### src/core/psw_defines.vh
// constants for the processor sleep and wake controller
// assumes a classic Wishbone slave with 32-bit data and byte addresses
`ifndef PSW_DEFINES_VH
`define PSW_DEFINES_VH

// ==========================================================
// register map (byte addresses)
`define PSW_ADDR_CTRL        8'h00
`define PSW_ADDR_STATUS      8'h04

// ==========================================================
// control register fields
`define PSW_BIT_SLEEPONRET   1
`define PSW_BIT_DEEPSEL      2
`define PSW_BIT_PENDEVT      4
`define PSW_CTRL_RESET       32'h0000_0000

// ==========================================================
// status register fields
`define PSW_ST_ASLEEP        0
`define PSW_ST_DEEP          1
`define PSW_ST_EVENT         2
`define PSW_ST_CAUSE_LO      3

// ==========================================================
// sleep causes
`define PSW_CAUSE_NONE       2'h0
`define PSW_CAUSE_WAITINT    2'h1
`define PSW_CAUSE_WAITEVT    2'h2
`define PSW_CAUSE_EXIT       2'h3

`endif

### src/core/psw_event_latch.v
// one-bit event latch for wait-for-event
// assumes single-cycle pulses from the pipeline, synchronous reset
`timescale 1ns/1ps
module psw_event_latch (
    input  wire mclk,        // system clock
    input  wire sys_rst,     // sync reset, active high
    input  wire setEvent,    // send-event or pend event pulse
    input  wire consume,     // event wait falls through, clears
    output reg  eventFlag    // latch state
);
    // ==========================================================
    // latch; a set in the same cycle as a consume wins
    always @(posedge mclk) begin
        if (sys_rst) begin
            eventFlag <= 1'b0;
        end else if (setEvent) begin
            eventFlag <= 1'b1;
        end else if (consume) begin
            eventFlag <= 1'b0;
        end
    end
endmodule // psw_event_latch

### src/core/psw_sleep_ctrl.v
// processor sleep and wake controller, top level
// assumes pulses from the pipeline, and a level plus a pend pulse from the interrupt controller
//
// Implementation choices: register access over Wishbone and the placing of the registers.
`timescale 1ns/1ps
`include "psw_defines.vh"
module psw_sleep_ctrl (
    input  wire        mclk,            // system clock, 200 MHz
    input  wire        sys_rst,         // sync reset, active high
    input  wire [7:0]  wb_adr_i,        // wishbone byte address
    input  wire [31:0] wb_dat_i,        // wishbone write data
    input  wire [3:0]  wb_sel_i,        // wishbone byte selects
    input  wire        wb_we_i,         // wishbone write
    input  wire        wb_cyc_i,        // wishbone cycle
    input  wire        wb_stb_i,        // wishbone strobe
    output reg  [31:0] wb_dat_o,        // wishbone read data
    output reg         wb_ack_o,        // wishbone ack
    output wire        wb_err_o,        // wishbone error, tied low
    input  wire        waitIntInstr,    // wait_interrupt_instr retired, pulse
    input  wire        waitEventInstr,  // wait_event_instr retired, pulse
    input  wire        sendEventInstr,  // send_event_instr retired, pulse
    input  wire        lastHandlerRet,  // return from last handler, pulse
    input  wire        excEntryReady,   // exception able to preempt, level
    input  wire        newPendIrq,      // new interrupt pending, pulse
    input  wire        debugWake,       // debug wake request, pulse
    input  wire        priorityMaskBit, // priority_mask_bit
    input  wire        faultMaskBit,    // fault_mask_bit
    output reg         coreClkGate,     // high stops core clock
    output reg         sysClkGate,      // high stops system clock
    output reg         pllPowerDown,    // high powers down pll
    output reg         flashPowerDown,  // high powers down flash
    output wire        coreHalted,      // core holds execution
    output wire        handlerHold      // entry held off by mask
);
    // ==========================================================
    // state encoding
    localparam RUN   = 1'b0;
    localparam SLEEP = 1'b1;

    // ==========================================================
    // sleep state and control bits
    reg        state;
    reg        next_state;
    reg [1:0]  cause;
    reg [1:0]  next_cause;
    reg        deepLatched;
    reg        next_deepLatched;
    reg        deepLevel;
    reg        next_coreGate;
    reg        next_deepGate;
    reg        wakeNow;
    reg        sleepOnRet;
    reg        deepSel;
    reg        pendEvtEn;

    // ==========================================================
    // bus side words
    reg [31:0] ctrlWord;
    reg [31:0] statusWord;
    reg [31:0] next_rdData;

    // ==========================================================
    // decoded strobes
    wire       eventFlag;
    wire       waitEvtFallThru;
    wire       pendEvent;
    wire       entryWaitInt;
    wire       entryWaitEvt;
    wire       entryHandlerRet;
    wire       sleepReq;
    wire       wakeByException;
    wire       wakeByPend;
    wire       wakeByDebug;
    wire       hit;
    wire       mapped;
    wire       ctrlWrite;
    wire       regRead;

    // ==========================================================
    // wishbone slave: ack one cycle after the taking edge
    assign hit       = wb_cyc_i & wb_stb_i & ~wb_ack_o;
    assign mapped    = (wb_adr_i == `PSW_ADDR_CTRL) || (wb_adr_i == `PSW_ADDR_STATUS);
    assign ctrlWrite = hit & wb_we_i & wb_sel_i[0] & (wb_adr_i == `PSW_ADDR_CTRL);
    assign regRead   = hit & ~wb_we_i & mapped;
    // unmapped offsets read zero and still ack, so no error path
    assign wb_err_o  = 1'b0;

    // ==========================================================
    // readback words
    always @* begin
        ctrlWord                      = `PSW_CTRL_RESET;
        ctrlWord[`PSW_BIT_SLEEPONRET] = sleepOnRet;
        ctrlWord[`PSW_BIT_DEEPSEL]    = deepSel;
        ctrlWord[`PSW_BIT_PENDEVT]    = pendEvtEn;
    end

    // the event latch is kept off the status word on purpose
    always @* begin
        statusWord                                      = 32'h0000_0000;
        statusWord[`PSW_ST_ASLEEP]                      = state;
        statusWord[`PSW_ST_DEEP]                        = deepLatched;
        statusWord[`PSW_ST_CAUSE_LO+1:`PSW_ST_CAUSE_LO] = cause;
    end

    always @* begin
        next_rdData = 32'h0000_0000;
        if (regRead) begin
            case (wb_adr_i)
                `PSW_ADDR_CTRL: begin
                    next_rdData = ctrlWord;
                end
                `PSW_ADDR_STATUS: begin
                    next_rdData = statusWord;
                end
                default: begin
                    next_rdData = 32'h0000_0000;
                end
            endcase
        end
    end

    always @(posedge mclk) begin
        if (sys_rst) begin
            wb_ack_o   <= 1'b0;
            wb_dat_o   <= 32'h0000_0000;
            sleepOnRet <= 1'b0;
            deepSel    <= 1'b0;
            pendEvtEn  <= 1'b0;
        end else begin
            wb_ack_o <= hit;
            // read data stands only in the ack cycle
            wb_dat_o <= next_rdData;
            if (ctrlWrite) begin
                sleepOnRet <= wb_dat_i[`PSW_BIT_SLEEPONRET];
                deepSel    <= wb_dat_i[`PSW_BIT_DEEPSEL];
                pendEvtEn  <= wb_dat_i[`PSW_BIT_PENDEVT];
            end
        end
    end

    // ==========================================================
    // event latch, reachable only from hardware
    assign pendEvent       = pendEvtEn & newPendIrq;
    assign waitEvtFallThru = (state == RUN) & waitEventInstr & eventFlag;

    psw_event_latch psw_event_latch_i (
        .mclk      (mclk),
        .sys_rst   (sys_rst),
        .setEvent  (sendEventInstr | pendEvent),
        .consume   (waitEvtFallThru),
        .eventFlag (eventFlag)
    );

    // ==========================================================
    // sleep entry, one source per pipeline pulse
    assign entryWaitInt    = waitIntInstr & ~excEntryReady;
    assign entryWaitEvt    = waitEventInstr & ~eventFlag;
    assign entryHandlerRet = lastHandlerRet & sleepOnRet;
    assign sleepReq        = entryWaitInt | entryWaitEvt | entryHandlerRet;

    // ==========================================================
    // wake sources
    assign wakeByException = excEntryReady;
    assign wakeByPend      = pendEvent;
    // debug may wake from any cause; software must sleep again itself
    assign wakeByDebug     = debugWake;

    always @* begin
        case (cause)
            `PSW_CAUSE_WAITEVT: begin
                wakeNow = wakeByException | wakeByPend | wakeByDebug;
            end
            `PSW_CAUSE_WAITINT,
            `PSW_CAUSE_EXIT: begin
                // priority mask does not block the wake, only the entry
                wakeNow = wakeByException | wakeByDebug;
            end
            default: begin
                wakeNow = 1'b1;
            end
        endcase
    end

    // ==========================================================
    // sleep state machine
    always @* begin
        next_state = state;
        next_cause = cause;
        case (state)
            RUN: begin
                // a later sleep request re-enters after a spurious wake, unless excEntryReady or the event latch makes it fall through
                if (sleepReq) begin
                    next_state = SLEEP;
                    if (entryWaitInt) begin
                        next_cause = `PSW_CAUSE_WAITINT;
                    end else if (entryWaitEvt) begin
                        next_cause = `PSW_CAUSE_WAITEVT;
                    end else begin
                        next_cause = `PSW_CAUSE_EXIT;
                    end
                end
            end
            SLEEP: begin
                // sleep pulses are ignored until the core is awake again
                if (wakeNow) begin
                    next_state = RUN;
                    next_cause = `PSW_CAUSE_NONE;
                end
            end
            default: begin
                next_state = RUN;
                next_cause = `PSW_CAUSE_NONE;
            end
        endcase
    end

    // ==========================================================
    // sleep level: sampled on entry so that a later write cannot
    // change the level of a sleep already under way
    always @* begin
        next_deepLatched = deepLatched;
        if (state == RUN && sleepReq) begin
            next_deepLatched = deepSel;
        end
        deepLevel     = (state == RUN) ? deepSel : deepLatched;
        next_coreGate = next_state;
        next_deepGate = next_state & deepLevel;
    end

    always @(posedge mclk) begin
        if (sys_rst) begin
            state       <= RUN;
            cause       <= `PSW_CAUSE_NONE;
            deepLatched <= 1'b0;
        end else begin
            state       <= next_state;
            cause       <= next_cause;
            deepLatched <= next_deepLatched;
        end
    end

    // ==========================================================
    // clock and power controls, registered so the gates never glitch
    always @(posedge mclk) begin
        if (sys_rst) begin
            coreClkGate    <= 1'b0;
            sysClkGate     <= 1'b0;
            pllPowerDown   <= 1'b0;
            flashPowerDown <= 1'b0;
        end else begin
            coreClkGate    <= next_coreGate;
            // light level leaves system clock, pll and flash running
            sysClkGate     <= next_deepGate;
            pllPowerDown   <= next_deepGate;
            flashPowerDown <= next_deepGate;
        end
    end

    // ==========================================================
    // core outputs
    assign coreHalted  = state;
    // the wake still happens; entry waits for the priority mask to clear
    assign handlerHold = excEntryReady & priorityMaskBit & ~faultMaskBit;
endmodule // psw_sleep_ctrl

### config.mk
export PLATFORM = sky130hd
export DESIGN_NAME = psw_sleep_ctrl
export DESIGN_NICKNAME = d
export VERILOG_FILES = /design/src/core/psw_event_latch.v /design/src/core/psw_sleep_ctrl.v
export VERILOG_INCLUDE_DIRS = /design/src /design/src/core
export SDC_FILE = /design/constraint.sdc
export NUM_CORES = 1
export LEC_CHECK = 0
export ABC_AREA = 1
export BUFFER_PORTS_ARGS = -buffer_cell sky130_fd_sc_hd__buf_4
export CAP_MARGIN = 5
export CELL_PAD_IN_SITES_DETAIL_PLACEMENT = 0
export CELL_PAD_IN_SITES_GLOBAL_PLACEMENT = 2
export CORE_MARGIN = 2
export CORE_UTILIZATION = 16
export DETAILED_ROUTE_END_ITERATION = 8
export GPL_TIMING_DRIVEN = 0
export PLACE_DENSITY = 0.9
export SETUP_SLACK_MARGIN = 0.5
export SLEW_MARGIN = 10
export SYNTH_ARGS = -nofsm -noshare
export SYNTH_HDL_FRONTEND = slang
export SYNTH_SLANG_ARGS = --single-unit
export TNS_END_PERCENT = 50
### constraint.sdc
create_clock -name mclk -period 2.58 [get_ports mclk]
set_input_delay 0.258 -clock mclk [delete_from_list [all_inputs] [get_ports mclk]]
set_output_delay 0.258 -clock mclk [all_outputs]
set_load 0.005 [all_outputs]
==> Word level (Yosys, flattened, before mapping) <==
Index checks and enable logic that the tools add are counted.
{ "word_totals": {"register_bits": 42, "output_inout_bits": 40, "elab_cells": 65, "inputBits": 58} }
{ "op_classes": {"muxes": 13, "eq_ne": 6, "bitwise_logic": 29, "reduce_logical": 7} }
{ "op_table": {"columns": ["operator", "count"], "rows": [
  ["$and A1 B1 Y1", 16],
  ["$pmux W5 S2", 1],
  ["$eq A8 B3 Y1 const B", 1],
  ["$logic_not A8 Y1", 1],
  ["$not A1 Y1", 7],
  ["$mux W1", 6],
  ["$mux W2", 3],
  ["$or A1 B1 Y1", 6],
  ["$eq A2 B2 Y1 const B", 2],
  ["$pmux W1 S2", 2],
  ["$pmux W2 S2", 1],
  ["$reduce_or A2 Y1", 2],
  ["$eq A2 B1 Y1 const B", 1],
  ["$ne A2 B1 Y1 const B", 1],
  ["$ne A2 B2 Y1 const B", 1],
  ["$reduce_and A2 Y1", 1],
  ["$reduce_bool A2 Y1", 1],
  ["$logic_and A1 B1 Y1", 1],
  ["$logic_or A1 B1 Y1", 1]
]} }

==> Longest topological paths before layout <==
{ "logic_depth": {"depth_word": 7, "ltp_mapped": 7, "ltp_nobuf": 7} }

==> Modules after synthesis <==
Synthesis repeated with hierarchy kept, for this count alone.
{ "unflattened": {"hier_cells": 131, "area_unflattened_um2": 967.2} }
{ "by_module_without_submodules": {"columns": ["module", "seq_area_each_um2", "area_each_um2", "instances", "cells_each"], "rows": [
  ["psw_sleep_ctrl", 280.3, 927.1, 1, 126],
  ["psw_event_latch", 20.0, 40.0, 1, 5]
]} }

==> Worst setup path before layout <==
Ideal clock, no wire load.
{ "synth_path": {"path_kind": "reg2reg", "from": "register wb_ack_o", "to": "register pendEvtEn", "slack_ns": 1.621, "path_buffers": 0, "arrival_ns": 0.843, "stages_incl_launch_ff": 6, "period_less_slack_ns": 0.959, "required_ns": 2.464, "setup_ns": 0.116, "cell_sequence": "dfxtp_1 -> nand3b_1 -> nor2_1 -> nand2_1 -> nand2_1 -> a21oi_1"} }
{ "synth_via": {"elab_chain_len": 5} }
{ "synth_rtl": {"columns": ["item", "line", "text"], "rows": [
  ["start, declared", "psw_sleep_ctrl.v:17", "output reg wb_ack_o,"],
  ["start signal, assigned", "psw_sleep_ctrl.v:130", "wb_ack_o <= hit;"],
  ["$not A1 Y1", "psw_sleep_ctrl.v:81", "assign hit = wb_cyc_i & wb_stb_i & ~wb_ack_o;"],
  ["$and A1 B1 Y1", "psw_sleep_ctrl.v:81", null],
  ["$and A1 B1 Y1 (3 in series)", "psw_sleep_ctrl.v:83", "assign ctrlWrite = hit & wb_we_i & wb_sel_i[0] & (wb_adr_i == `PSW_ADDR_CTRL);"],
  ["end signal, assigned", "psw_sleep_ctrl.v:136", "pendEvtEn <= wb_dat_i[`PSW_BIT_PENDEVT];"],
  ["end, declared", "psw_sleep_ctrl.v:54", "reg pendEvtEn;"]
]} }
No other way between the ends.
A chain may end at the register's enable or synchronous reset.

==> impl_metrics.csv <==
group,metric,value,unit
critical_path,cp_common_cell,"buf_4",
routing,wl_per_cell,7.52,um
final_layout,syn_to_final_growth,55.3,%
synth,synth_area_leaders,"dfxtp_1 33%, buf_4 25%, nand2_1 11%, nor2_1 5.3%, a21oi_1 4.9%",
power_and_ir_drop,leakagePower,0.748,nW
global_route,grt_pass1_vias,772,
global_route,grt_first_pass_wirelength,3230,um
critical_path,reg2reg_from,"wb_ack_o",
clock_tree,cts_max_level,1,
timing,final.setup.tns,0,ns
timing,max_freq,877,MHz
synth,synth_seq_area_share,32.7,%
synth,yosys.cell_count.top_type,"buf_4",
synth,ys.flop_type,"dfxtp_1",
critical_path,critical_path.cell_chain,"buf_4 > buf_4",
placement,hpwlAfterDp,1740,um
timing,setup_viol,0,
critical_path,cp_slowest_stage_delay,0.41,ns
timing,fin_skew,0.00136,ns
critical_path,start_kind,"register",
critical_path,worstRegToRegCells,5,
floorplan,ios,98,
final_layout,drive_above_1_share,39.0,%
synth,ys_top_cells_by_count,"31 x buf_4, 28 x nand2_1, 15 x dfxtp_1",
min_path,hp-start,"sys_rst",
floorplan,die_w,79.7,um
final_layout,final_util,25.9,%
final_layout,final_cell_count_no_fill,267,
power_and_ir_drop,p_int,0.418,mW
floorplan,coreArea,0.00551,sq mm
power_and_ir_drop,pwr-share-seq,44.9,%
synth,synth_area,917,sq um
timing,finalMaxSlewViolations,0,
critical_path,path_buf_inv,2,
power_and_ir_drop,power_frac_clock,33.7,%
power_and_ir_drop,swShare,23.3,%
routing,wl,2010,um
critical_path,required,2.32,ns
synth,synth_top_area_cell,"dfxtp_1",
routing,drt_iter0_drc,33,
placement,dp.cells,263,
floorplan,die_area,0.00635,sq mm
critical_path,crit_slowest_cell,"dfxtp_1",
timing,worst_hold_slack,0.220,ns
min_path,min_to,"deepSel",
critical_path,cp.arrival,0.88,ns
synth,syn_avg_cell_area,7.17,sq um
min_path,hp-class,"in2reg",
final_layout,fin_area,0.00142,sq mm
critical_path,rrSetupSlack,1.50,ns
global_route,grt_max_degree,11,
critical_path,endpoint_kind,"primary output",
timing,timing.final.crit_share,44.2,%
critical_path,timing.rr.end,"pendEvtEn",
critical_path,crit_fanout,5,
synth,synth_edf_count,0,
floorplan,num_rows,27,
clock_tree,cts_tree,"yes",
run,maxCapViolations,0,
min_path,hold_path_depth,2,
placement,routabilityCongestion,0.723,
synth,synth_top_area_share,32.7,%
routing,wl_met2,973,um
placement,portBuffers,36,
synth,yosys_warnings,0,
global_route,antenna_found_initial,0,
power_and_ir_drop,switching_power,0.127,mW
synth,synthDistinctLibCells,19,
floorplan,die_y,79.7,um
timing,fin_crit,1.14,ns
clock_tree,post_cts_resize_count,0,
global_route,grt_use_total,6.50,%
final_layout,num-nets-final,254,
power_and_ir_drop,p_comb_share,21.4,%
routing,dr.pass1.iters,4,
placement,place_area,0.00138,sq mm
power_and_ir_drop,p_per_area,383,mW/mm^2
clock_tree,clk_pin_slew,0.06,ns
clock_tree,cts_setup_buffers,0,
floorplan,start_util,16.7,%
critical_path,crit_family,"flip-flops",
critical_path,crit_type,"reg2out",
routing,drc,0,
clock_tree,root_buffer,"clkbuf_8",
clock_tree,clock_latency,0.24,ns
routing,wl_met1,801,um
timing,rsz0062_at_grt,"false",
clock_tree,cts.sinks,15,
global_route,grt.overflow.total,0,
timing,hold_viol,0,
outcome,status,"complete, no violations",
routing,wl_met3,201,um
clock_tree,cts_buffers,3,
synth,ys_async_sr_fraction,0,%
routing,final_antenna_net_count,0,
power_and_ir_drop,vdd_ir_drop_max,0.162,mV
synth,netlist_instances,128,
synth,synth-seq-cells,15,
final_layout,diodes,0,
routing,detail_route.vias_per_cell,3.25,
clock_tree,clockBufferDepth,2,
routing,top_signal_layer_used,"met4",
routing,vias,867,
clock_tree,holdBufCountCts,0,
-- worst max path at each step --
| stage | depth (start not counted) | to | slack (ns) | from |
|---|---|---|---|---|
| 3_5_place_dp | 7 | pendEvtEn | 1.41 | wb_adr_i[7] |
| 3_3_place_gp | 7 | deepSel | 1.43 | wb_adr_i[7] |
| 2_1_floorplan | 5 | pendEvtEn | 1.62 | wb_ack_o |
| 5_1_grt | 5 | pendEvtEn | 1.36 | wb_ack_o |
| 6_report | 2 | coreHalted | 1.44 | coreClkGate |
| 4_1_cts | 2 | coreHalted | 1.42 | coreClkGate |
-- power groups by stage --
stage          Sequential [mW]  Clock (mW)  Combinational [mW]
2_1_floorplan            0.249           0              0.0736
3_3_place_gp             0.250           0               0.115
3_5_place_dp             0.250           0               0.116
4_1_cts                  0.245       0.191               0.116
5_1_grt                  0.246       0.205               0.132
6_report                 0.245       0.184               0.117
-- per-stage QoR --
| step | total power [mW] | worst slack [ns] |
|---|---|---|
| floorplan | 0.323 | 1.62 |
| finish | 0.545 | 1.44 |
| global placement | 0.365 | 1.43 |
| detailed placement | 0.366 | 1.41 |
| global route | 0.583 | 1.36 |
| CTS | 0.552 | 1.42 |
-- logic make-up after synthesis --
group                  Yosys count  synth area share, %
AO/OA/AOI/OAI                   10                 5.46
buffers and inverters           43                 31.1
multiplexers                     1                 1.09
other                            1                0.409
flip-flops                      15                 32.7
AND/OR/NAND/NOR                 58                 29.2
-- layout make-up --
type                    count  area (sq um)
plain buffers              32           244
fillers                   618          4080
flip-flops and latches     15           300
repair buffers             36           270
clock buffers               4          45.0
multi-input cells          97           433
inverters                  11          41.3
well taps                  72          90.1
-- cell usage in the layout, fill, tap and decap left out --
master / count
buf_6: 1
nor2_4: 1
o21ai_0: 1
mux2i_1: 1
nor2_1: 13
inv_1: 11
and3_2: 1
a21oi_1: 9
clkbuf_1: 1
nand4_1: 1
dfxtp_1: 15
nand3_1: 7
buf_4: 67
nor3_1: 2
conb_1: 28
nor3_2: 1
nand3_2: 2
nand2_1: 28
clkbuf_8: 3
nand3b_1: 1
and2_1: 1
-- state kept, by name (all words and copies together), names as in the netlist --
name,cells
coreClkGate,1
wb_ack_o,1
pendEvtEn,1
deepSel,1
flashPowerDown,1
deepLatched,1
cause,2
wb_dat_o,5
psw_event_latch_i.eventFlag,1
sleepOnRet,1
-- per-layer routing --
| layer | global-route usage [%] | vias to the layer above |
|---|---|---|
| li1 | - | 479 |
| met1 | 6.95 | 348 |
| met2 | 11.2 | 36 |
| met3 | 2.60 | 4 |
| met4 | 2.93 | 0 |
| met5 | 0 | - |
Note: power is estimated with default switching activity, not from simulation.
